`src/cfel_pkg.sv`:
```
// Package for the cache fill error logger: register offsets, field positions,
// reset values and the interrupt event layout.
// Assumes a 32-bit APB slave interface with word-aligned registers.
package cfel_pkg;

  // Register byte offsets.
  localparam logic [7:0] OFF_BUS_STAT   = 8'h00;
  localparam logic [7:0] OFF_FILL_ADDR  = 8'h04;
  localparam logic [7:0] OFF_BRIDGE     = 8'h08;
  localparam logic [7:0] OFF_CLEAR      = 8'h0C;
  localparam logic [7:0] OFF_IRQ_STAT   = 8'h10;
  localparam logic [7:0] OFF_IRQ_CLR    = 8'h14;
  localparam logic [7:0] OFF_IRQ_EN     = 8'h18;

  // Field positions of the bus interface error status register.
  localparam int BIT_TAG_ADDR  = 3;
  localparam int BIT_TAG_CTL   = 4;
  localparam int BIT_BC_MULTI  = 7;
  localparam int BIT_FILL_ECC  = 8;
  localparam int BIT_FILL_PAR  = 10;
  localparam int BIT_ISTREAM   = 11;
  localparam int BIT_QW_LO     = 12;
  localparam int BIT_PC_MULTI  = 14;

  // Field positions of the fill address and bridge status registers.
  localparam int FA_LO         = 8;
  localparam int FA_HI         = 14;
  localparam int BIT_LOST      = 0;
  localparam int BIT_LOCKED    = 1;

  // Interrupt event indices.
  localparam int EV_FILL       = 0;
  localparam int EV_MULTI      = 1;
  localparam int EV_LOST       = 2;
  localparam int EV_W          = 3;

  // Reset values.
  localparam logic [31:0] RST_WORD = 32'h0000_0000;
  localparam logic [EV_W-1:0] RST_EV = 3'h0;

  typedef enum logic [1:0] {
    CFEL_APB_IDLE,
    CFEL_APB_SETUP,
    CFEL_APB_ACCESS
  } cfel_apb_state_t;

endpackage : cfel_pkg

```
`src/cfel_apb_slave.sv`:
```
// APB slave front end: registers the core's address hit and issues a one-cycle
// write strobe. Assumes the core returns read data combinationally.
`timescale 1ns/1ps
`default_nettype none
module cfel_apb_slave (
  input  wire logic        pclk,
  input  wire logic        presetn,
  input  wire logic        psel,
  input  wire logic        penable,
  input  wire logic        pwrite,
  input  wire logic [7:0]  paddr,
  input  wire logic [31:0] pwdata,
  input  wire logic [31:0] core_rdata,
  input  wire logic        core_hit,
  output logic             wr_stb,
  output logic [7:0]       wr_addr,
  output logic [31:0]      wr_data,
  output logic             pready,
  output logic [31:0]      prdata,
  output logic             pslverr
);
  import cfel_pkg::*;

  logic access_q;
  logic access_d;

  // A new access phase is detected once; pready answers it in the next cycle.
  always_comb begin
    access_d = psel && penable && !access_q;
  end

  // Registered answer so that every output stems from a flip-flop.
  always_ff @(posedge pclk or negedge presetn) begin
    if (!presetn) begin
      access_q <= 1'b0;
      pready   <= 1'b0;
      prdata   <= RST_WORD;
      pslverr  <= 1'b0;
      wr_stb   <= 1'b0;
      wr_addr  <= 8'h00;
      wr_data  <= RST_WORD;
    end else begin
      access_q <= access_d;
      pready   <= access_d;
      pslverr  <= access_d && !core_hit;
      prdata   <= (access_d && !pwrite && core_hit) ? core_rdata : RST_WORD;
      wr_stb   <= access_d && pwrite && core_hit;
      wr_addr  <= paddr;
      wr_data  <= pwdata;
    end
  end

endmodule : cfel_apb_slave
`default_nettype wire

```
`src/cfel_irq.sv`:
```
// Interrupt block: sticky event status, write-one-to-clear, enable mask.
// Assumes events are one-cycle pulses synchronous to pclk.
`timescale 1ns/1ps
`default_nettype none
module cfel_irq (
  input  wire logic                     pclk,
  input  wire logic                     presetn,
  input  wire logic [cfel_pkg::EV_W-1:0] ev,
  input  wire logic                     clr_stb,
  input  wire logic                     en_stb,
  input  wire logic [31:0]              wdata,
  output logic [cfel_pkg::EV_W-1:0]     stat_q,
  output logic [cfel_pkg::EV_W-1:0]     en_q,
  output logic                          irq
);
  import cfel_pkg::*;

  // Set wins over clear so an event in the clearing cycle is kept.
  always_ff @(posedge pclk or negedge presetn) begin
    if (!presetn) begin
      stat_q <= RST_EV;
    end else begin
      stat_q <= (stat_q & ~(clr_stb ? wdata[EV_W-1:0] : RST_EV)) | ev;
    end
  end

  // Enable mask written by software.
  always_ff @(posedge pclk or negedge presetn) begin
    if (!presetn) begin
      en_q <= RST_EV;
    end else if (en_stb) begin
      en_q <= wdata[EV_W-1:0];
    end
  end

  // Level interrupt, registered.
  always_ff @(posedge pclk or negedge presetn) begin
    if (!presetn) begin
      irq <= 1'b0;
    end else begin
      irq <= |(stat_q & en_q);
    end
  end

endmodule : cfel_irq
`default_nettype wire

```
`src/cfel_logger.sv`:
```
// Cache fill error logger top: captures fill parity and ECC errors, the
// failing quadword and fill address, multiple and lost error flags.
// Assumes fill path event inputs are one-cycle pulses synchronous to pclk.
// Limitation: only the first fill error is logged in detail; later ones raise flags.
// Software must clear the status word before the next error can be logged in full.
//
// Overview of operation
// - Data-cache fill parity error sets fill-error bit, instruction bit cleared.
// - Instruction-cache fill parity error sets both fill-error and instruction bits.
// - Fill parity error logs the failing quadword of the hexaword block.
// - Fill error captures failing physical address bits 14 to 8.
// - ECC error on external fill data sets a dedicated status bit.
// - Chipset fatal error or error during tag-error logging sets backup multi-error.
// - Error while address locked sets lost-error bit and flags it fatal.
// - Fill parity error with parity or ECC bit already set sets multi-error.
`timescale 1ns/1ps
`default_nettype none
module cfel_logger (
  input  wire logic        pclk,
  input  wire logic        presetn,
  input  wire logic        psel,
  input  wire logic        penable,
  input  wire logic        pwrite,
  input  wire logic [7:0]  paddr,
  input  wire logic [31:0] pwdata,
  output logic [31:0]      prdata,
  output logic             pready,
  output logic             pslverr,
  input  wire logic        fill_par_err,
  input  wire logic        fill_ecc_err,
  input  wire logic        fill_istream,
  input  wire logic [1:0]  fill_qw,
  input  wire logic [33:0] fill_paddr,
  input  wire logic        tag_addr_err,
  input  wire logic        tag_ctl_err,
  input  wire logic        chipset_fatal,
  input  wire logic        bridge_err,
  output logic             fatal_err,
  output logic             irq
);
  import cfel_pkg::*;

  // Status flags live in one register each so that every concern has its own process.
  // The word that software reads is put together from them further down.
  logic [31:0]       stat_word;
  logic [1:0]        tag_in;
  logic [1:0]        tag_q;
  logic              bc_multi_q;
  logic              fill_ecc_q;
  logic              fill_par_q;
  logic              istream_q;
  logic [1:0]        qw_q;
  logic              pc_multi_q;
  logic [31:0]       fill_addr_q;
  logic [31:0]       bridge_q;
  logic              wr_stb;
  logic [7:0]        wr_addr;
  logic [31:0]       wr_data;
  logic [31:0]       core_rdata;
  logic              core_hit;
  logic [EV_W-1:0]   ev;
  logic [EV_W-1:0]   irq_stat;
  logic [EV_W-1:0]   irq_en;
  logic              clr_biu;
  logic              clr_brg;
  logic              fill_first;
  logic              new_err;
  logic              fill_take;
  logic              clr_irq;
  logic              en_irq;

  // Decoding is used for read and for write address checks.
  function automatic logic is_mapped(input logic [7:0] a);
    return (a == OFF_BUS_STAT) || (a == OFF_FILL_ADDR) || (a == OFF_BRIDGE)
        || (a == OFF_CLEAR) || (a == OFF_IRQ_STAT) || (a == OFF_IRQ_CLR)
        || (a == OFF_IRQ_EN);
  endfunction : is_mapped

  cfel_apb_slave u_apb (
    .pclk       (pclk),
    .presetn    (presetn),
    .psel       (psel),
    .penable    (penable),
    .pwrite     (pwrite),
    .paddr      (paddr),
    .pwdata     (pwdata),
    .core_rdata (core_rdata),
    .core_hit   (core_hit),
    .wr_stb     (wr_stb),
    .wr_addr    (wr_addr),
    .wr_data    (wr_data),
    .pready     (pready),
    .prdata     (prdata),
    .pslverr    (pslverr)
  );

  // Read mux; write-only registers read back as zero.
  always_comb begin
    core_hit = is_mapped(paddr);
    if (paddr == OFF_BUS_STAT) begin
      core_rdata = stat_word;
    end else if (paddr == OFF_FILL_ADDR) begin
      core_rdata = fill_addr_q;
    end else if (paddr == OFF_BRIDGE) begin
      core_rdata = bridge_q;
    end else if (paddr == OFF_IRQ_STAT) begin
      core_rdata = {29'h0000_0000, irq_stat};
    end else if (paddr == OFF_IRQ_EN) begin
      core_rdata = {29'h0000_0000, irq_en};
    end else begin
      core_rdata = RST_WORD;
    end
  end

  // Write decode is shared by all write strobes, so it lives in one place.
  function automatic logic wr_to(input logic stb, input logic [7:0] a,
                                 input logic [7:0] off);
    return stb && (a == off);
  endfunction : wr_to

  // Clear register: bit 0 clears the status and fill address, bit 1 the bridge.
  // The interrupt clear and enable strobes are decoded here as well.
  always_comb begin
    clr_biu = wr_to(wr_stb, wr_addr, OFF_CLEAR) && wr_data[0];
    clr_brg = wr_to(wr_stb, wr_addr, OFF_CLEAR) && wr_data[1];
    clr_irq = wr_to(wr_stb, wr_addr, OFF_IRQ_CLR);
    en_irq  = wr_to(wr_stb, wr_addr, OFF_IRQ_EN);
  end

  // A fill error is first when neither fill parity nor fill ECC is logged.
  // A clear in the same cycle empties the register, so the new error is first again.
  always_comb begin
    fill_first = !fill_par_q && !fill_ecc_q;
    fill_take  = fill_first || clr_biu;
    new_err    = fill_par_err || fill_ecc_err || tag_addr_err || tag_ctl_err;
    tag_in     = {tag_ctl_err, tag_addr_err};
  end

  // Each tag bit is sticky; an event wins over a clear landing in the same cycle.
  // hold until clear
  generate
    for (genvar t = 0; t < 2; t++) begin : g_tag
      always_ff @(posedge pclk or negedge presetn) begin
        if (!presetn) begin
          tag_q[t] <= 1'b0;
        end else if (tag_in[t]) begin
          tag_q[t] <= 1'b1;
        end else if (clr_biu) begin
          tag_q[t] <= 1'b0;
        end
      end
    end
  endgenerate

  // Only tag bits that stood before this cycle make a new error a multiple one.
  // backup multi error
  always_ff @(posedge pclk or negedge presetn) begin
    if (!presetn) begin
      bc_multi_q <= 1'b0;
    end else if (chipset_fatal || (new_err && !clr_biu && (|tag_q))) begin
      bc_multi_q <= 1'b1;
    end else if (clr_biu) begin
      bc_multi_q <= 1'b0;
    end
  end

  // Set on every ECC error, so a later parity error is seen as a multiple one.
  // fill ECC flag
  always_ff @(posedge pclk or negedge presetn) begin
    if (!presetn) begin
      fill_ecc_q <= 1'b0;
    end else if (fill_ecc_err) begin
      fill_ecc_q <= 1'b1;
    end else if (clr_biu) begin
      fill_ecc_q <= 1'b0;
    end
  end

  // Only the first fill error is logged, so later ones cannot hide its details.
  // data fill flags
  always_ff @(posedge pclk or negedge presetn) begin
    if (!presetn) begin
      fill_par_q <= 1'b0;
    end else if (fill_par_err && fill_take) begin
      fill_par_q <= 1'b1;
    end else if (clr_biu) begin
      fill_par_q <= 1'b0;
    end
  end

  // Written only when a parity error is the first fill error: one for an instruction fill, zero for data.
  // instruction fill flag
  always_ff @(posedge pclk or negedge presetn) begin
    if (!presetn) begin
      istream_q <= 1'b0;
    end else if (fill_par_err && fill_take) begin
      istream_q <= fill_istream;
    end else if (clr_biu) begin
      istream_q <= 1'b0;
    end
  end

  always_ff @(posedge pclk or negedge presetn) begin
    if (!presetn) begin
      qw_q <= 2'b00;
    end else if (fill_par_err && fill_take) begin
      qw_q <= fill_qw;
    end else if (clr_biu) begin
      qw_q <= 2'b00;
    end
  end

  // A parity error judged against the flags that stood before it, never itself.
  // primary multi error
  always_ff @(posedge pclk or negedge presetn) begin
    if (!presetn) begin
      pc_multi_q <= 1'b0;
    end else if (fill_par_err && !fill_take) begin
      pc_multi_q <= 1'b1;
    end else if (clr_biu) begin
      pc_multi_q <= 1'b0;
    end
  end

  // Status word as software sees it; unused bits read as zero.
  always_comb begin
    stat_word                        = RST_WORD;
    stat_word[BIT_TAG_ADDR]          = tag_q[0];
    stat_word[BIT_TAG_CTL]           = tag_q[1];
    stat_word[BIT_BC_MULTI]          = bc_multi_q;
    stat_word[BIT_FILL_ECC]          = fill_ecc_q;
    stat_word[BIT_FILL_PAR]          = fill_par_q;
    stat_word[BIT_ISTREAM]           = istream_q;
    stat_word[BIT_QW_LO+1:BIT_QW_LO] = qw_q;
    stat_word[BIT_PC_MULTI]          = pc_multi_q;
  end

  // Fill address is captured only on the first fill error.
  // Later errors leave the address alone until software clears it.
  always_ff @(posedge pclk or negedge presetn) begin
    if (!presetn) begin
      fill_addr_q <= RST_WORD;
    end else if ((fill_par_err || fill_ecc_err) && fill_take) begin
      fill_addr_q <= RST_WORD;
      fill_addr_q[FA_HI:FA_LO] <= fill_paddr[FA_HI:FA_LO];
    end else if (clr_biu) begin
      fill_addr_q <= RST_WORD;
    end
  end

  // Bridge status: the first error locks, later ones mark the error lost.
  // The lock has no release but the clear register, so nothing unlocks by itself.
  always_ff @(posedge pclk or negedge presetn) begin
    if (!presetn) begin
      bridge_q <= RST_WORD;
    end else begin
      bridge_q <= clr_brg ? RST_WORD : bridge_q;
      if (bridge_err) begin
        bridge_q[BIT_LOCKED] <= 1'b1;
      end
      if (bridge_err && bridge_q[BIT_LOCKED] && !clr_brg) begin
        bridge_q[BIT_LOST] <= 1'b1;
      end
    end
  end

  // Registered so the output stems from a flip-flop, at the cost of one cycle of lag.
  // fatal when lost
  always_ff @(posedge pclk or negedge presetn) begin
    if (!presetn) begin
      fatal_err <= 1'b0;
    end else begin
      fatal_err <= bridge_q[BIT_LOST] || bc_multi_q;
    end
  end

  // Interrupt events: any fill error, a chipset fatal or fill parity multiple error, a lost error.
  // Each event is a one-cycle pulse; the interrupt block keeps it sticky.
  always_comb begin
    ev = RST_EV;
    ev[EV_FILL]  = fill_par_err || fill_ecc_err;
    ev[EV_MULTI] = chipset_fatal || (fill_par_err && !fill_first);
    ev[EV_LOST]  = bridge_err && bridge_q[BIT_LOCKED];
  end

  // Interrupt status, enable mask and the level output.
  cfel_irq u_irq (
    .pclk    (pclk),
    .presetn (presetn),
    .ev      (ev),
    .clr_stb (clr_irq),
    .en_stb  (en_irq),
    .wdata   (wr_data),
    .stat_q  (irq_stat),
    .en_q    (irq_en),
    .irq     (irq)
  );

endmodule : cfel_logger
`default_nettype wire

```
`config.mk`:
```
export PLATFORM = sky130hd
export DESIGN_NAME = cfel_logger
export DESIGN_NICKNAME = d
export VERILOG_FILES = /design/src/cfel_pkg.sv /design/src/cfel_apb_slave.sv /design/src/cfel_irq.sv /design/src/cfel_logger.sv
export SDC_FILE = /design/constraint.sdc
export NUM_CORES = 1
export LEC_CHECK = 0
export BUFFER_PORTS_ARGS = -buffer_cell sky130_fd_sc_hd__clkbuf_2
export CORE_UTILIZATION = 30
export DETAILED_ROUTE_END_ITERATION = 10
export GPL_TIMING_DRIVEN = 0
export PLACE_DENSITY = 0.56
export SLEW_MARGIN = 30
export SYNTH_ARGS = -nofsm -noshare
export SYNTH_HDL_FRONTEND = slang
export SYNTH_SLANG_ARGS = --single-unit
```
`constraint.sdc`:
```
create_clock -name pclk -period 2.4 [get_ports pclk]
set_clock_uncertainty 0.2 [all_clocks]
set_input_delay 0.24 -clock pclk [delete_from_list [all_inputs] [get_ports pclk]]
set_output_delay 0.24 -clock pclk [all_outputs]
set_load 0.03 [all_outputs]
```
==> insert_results.sql <==
INSERT INTO impl_metrics (metric_group, metric, value, unit) VALUES
('hold_path', 'holdCritPathClass', 'input port to register', ''),
('sta', 'slew_at_the_pin_closest_to_its_max_slew_limit', '728.0', 'ps'),
('floorplan', 'chipWidth', '86.92', 'um'),
('layout', 'antennaDiodeCount', '0', ''),
('setup_path', 'worst_setup_path_start', 'paddr[0]', ''),
('sta', 'period_share', '83.88', '%'),
('clock_tree', 'cts-buffers-inserted', '5', ''),
('setup_path', 'crit_family', 'simple AND/OR/NAND/NOR gates', ''),
('yosys', 'mappedNetlistArea', '2163', 'um^2'),
('setup_path', 'critical_path_endpoint_category', 'register', ''),
('setup_path', 'number_of_buffers_and_inverters_on_the_critical_path', '2', ''),
('setup_path', 'r2r_setup_slack', '490', 'ps'),
('yosys', 'synth_cells', '165', ''),
('global_route', 'gr-total-overflow', '0', ''),
('setup_path', 'cp_slowest_cell', 'or4_4', ''),
('setup_path', 'worst_r2r_endpoint', 'qw_q[1]$_DFFE_PN0P_', ''),
('drt', 'avgViaCountPerCell', '4.204', ''),
('yosys', 'netlist_top_cells_area', 'dfrtp_1 (61%), buf_4 (6.6%), a22o_1 (4.5%)', ''),
('drt', 'dr.first_iter.drc_count', '73', ''),
('setup_path', 'crit_path_cell_trace', 'dlygate4sd3_1, clkbuf_2, or4_4, nor4_4, nand2b_1, nor3b_2', ''),
('hold_path', 'hold_path_depth', '2', ''),
('clock_tree', 'clock_tree.htree_level_count', '2', ''),
('yosys', 'synth.top_cell.area_share', '61.31', '%'),
('floorplan', 'die_y', '86.92', 'um'),
('floorplan', 'rows', '30', ''),
('setup_path', 'worstSetupPathType', 'input port to register', ''),
('sta', 'grt_setup_unrepaired', 'no', ''),
('drt', 'route.detailed.drc', '0', ''),
('layout', 'area.growth.synth_to_final', '37.07', '%'),
('yosys', 'synth_flop_cell', 'dfrtp_1', ''),
('sta', 'max_slew_margin', '51.47', '%'),
('yosys', 'seq_area_frac_synth', '61.31', '%'),
('placement', 'dp_hpwl', '3035', 'um'),
('layout', 'drive_gt1_share', '35.34', '%'),
('outcome', 'status', 'complete, no violations', ''),
('placement', 'port_buffers', '48', ''),
('global_route', 'first_pass_grt_wire_length', '7320', 'um'),
('layout', 'nets', '353', ''),
('sta', 'max_freq', '496.7', 'MHz'),
('yosys', 'edff_count_synth', '0', ''),
('floorplan', 'initial_core_utilization', '31.49', '%'),
('clock_tree', 'clock_tree_sinks', '53', ''),
('hold_path', 'min_delay_src', 'fill_par_err', ''),
('sta', 'report.final.slew_viol_count', '0', ''),
('setup_path', 'timing.reg2reg.worst_path_depth', '4', ''),
('setup_path', 'startpoint_type', 'input port', ''),
('yosys', 'synth.cells.most_frequent', 'dfrtp_1 (53), buf_4 (19), nor2_1 (18)', ''),
('yosys', 'synth-async-reset-ratio', '100.0', '%'),
('clock_tree', 'clockRootBuffer', 'clkbuf_8', ''),
('drt', 'detail-route-antenna-nets', '0', ''),
('sta', 'final_worst_setup_slack', '386.8', 'ps'),
('clock_tree', 'number_of_gates_given_a_new_drive_strength_after_cts', '0', ''),
('clock_tree', 'cts_tree', 'yes', ''),
('yosys', 'post_synth.cell_area_avg', '13.11', 'um^2'),
('setup_path', 'worst-endpoint-arrival', '2050', 'ps'),
('setup_path', 'reg2reg_from', 'u_apb.wr_addr[4]$_DFF_PN0_', ''),
('sta', 'finalSetupViolations', '0', ''),
('run', 'max_cap_violations', '0', ''),
('pwr', 'vdd.ir_drop.worst', '285.4', 'uV'),
('yosys', 'count_of_state_elements_after_synthesis', '53', ''),
('yosys', 'netlist-cell-type-count', '38', ''),
('yosys', 'yosysMostFrequentCell', 'dfrtp_1', ''),
('drt', 'routed_wirelength', '4302', 'um'),
('clock_tree', 'cts.repair_timing.setup_buffer_count', '0', ''),
('setup_path', 'cp_data_required_time', '2430', 'ps'),
('drt', 'detailroute.via_count', '1522', ''),
('pwr', 'power-per-cell-area', '573.7', 'nW/um^2'),
('clock_tree', 'clock_latency', '310', 'ps'),
('clock_tree', 'max-clock-path-buffers', '2', ''),
('sta', 'final-hold-violation-count', '0', ''),
('global_route', 'grt_pass1_vias', '1503', '');
where the power goes:
group | leakage [nW] | switching [W] | internal, W
registers | 0.638 | 0.0000202 | 0.000925
clock network | 0.0542 | 0.000285 | 0.000261
logic | 0.763 | 0.000109 | 0.000102
registers in the layout (all words and copies together), names as in the netlist:
register / flops
u_apb.wr_data: 3
bc_multi_q: 1
fatal_err: 1
u_apb.pslverr: 1
bridge_q: 2
qw_q: 2
u_irq.stat_q: 3
fill_ecc_q: 1
fill_addr_q: 7
pc_multi_q: 1
u_irq.irq: 1
istream_q: 1
u_apb.wr_stb: 1
u_apb.prdata: 13
u_apb.access_q: 1
stat_word: 2
u_apb.wr_addr: 8
u_irq.en_q: 3
fill_par_q: 1
layer usage:
metal	routed length, um	vias up	GRT usage, %
met4	78	0	5.909
met1	2087	704	17.46
met5	0	-	0
li1	-	758	-
met3	241	8	3.128
met2	1894	52	19.90
layout by cell type, fill, tap and decap left out, types with 2 or more instances in the layout:
cell,netlist,layout
or2_2,2,2
nand4_1,4,4
a22oi_1,2,2
nand2b_1,2,2
mux2_2,5,5
a21o_1,5,5
dfrtp_1,53,53
a22o_1,11,11
inv_1,2,2
conb_1,1,19
nand3_1,2,2
a21oi_1,4,4
dlygate4sd3_1,0,27
clkbuf_2,0,47
buf_4,19,19
nor2_1,18,18
a31oi_1,2,2
mux2i_1,7,7
nor3b_2,5,5
clkbuf_8,0,7
through the flow:
| step | std cells | util, % | total power [W] | area (um^2) | hold slack (ps) |
|---|---|---|---|---|---|
| after global placement | 327 | 37.72 | 0.001138 | 2591 | 150.5 |
| after detailed placement | 327 | 37.76 | 0.001140 | 2594 | 150.1 |
| after global routing | 362 | 43.17 | 0.001795 | 2965 | 13.21 |
| final | 362 | 43.17 | 0.001701 | 2965 | 15.17 |
| after CTS | 362 | 43.17 | 0.001722 | 2965 | 11.22 |
| after floorplan | 183 | - | 0.001073 | 2231 | -255.6 |
worst max path at each step:
stage,end,cells past startpoint,slack [ps]
2_1_floorplan,fill_addr_q[10]$_DFFE_PN0P_,4,750
3_3_place_gp,qw_q[0]$_DFFE_PN0P_,4,520
3_5_place_dp,qw_q[1]$_DFFE_PN0P_,4,480
4_1_cts,u_apb.prdata[2]$_DFF_PN0_,6,390
5_1_grt,u_apb.prdata[2]$_DFF_PN0_,6,280
6_report,u_apb.prdata[2]$_DFF_PN0_,6,390
area by class of cell:
type                    count  area [um^2]
fillers                   670         3904
flip-flops and latches     53         1326
multi-input cells         107        745.7
repair buffers             75        513.0
plain buffers              21        151.4
well taps                  96        120.1
clock buffers               7        96.34
inverters                   2        7.507
clock inverters             1        5.005
logic make-up (layout without fill, tap and decap cells):
logic type	Yosys count	after routing	share of synthesized area [%]
and+or+nand+nor	44	44	13.94
DFF	53	53	61.31
AOI/OAI and AO/OA	32	32	11.39
buffers and inverters	23	106	7.345
muxes	12	12	5.841
other	1	19	0.1733
timing repair:
| action | CTS | global route |
|---|---|---|
| endpoints found under the hold margin | 81 | 0 |
| endpoints found under the setup margin | 0 | 0 |
| hold buffers | 27 | 0 |
No activity file was read; power rests on OpenSTA's default activity.
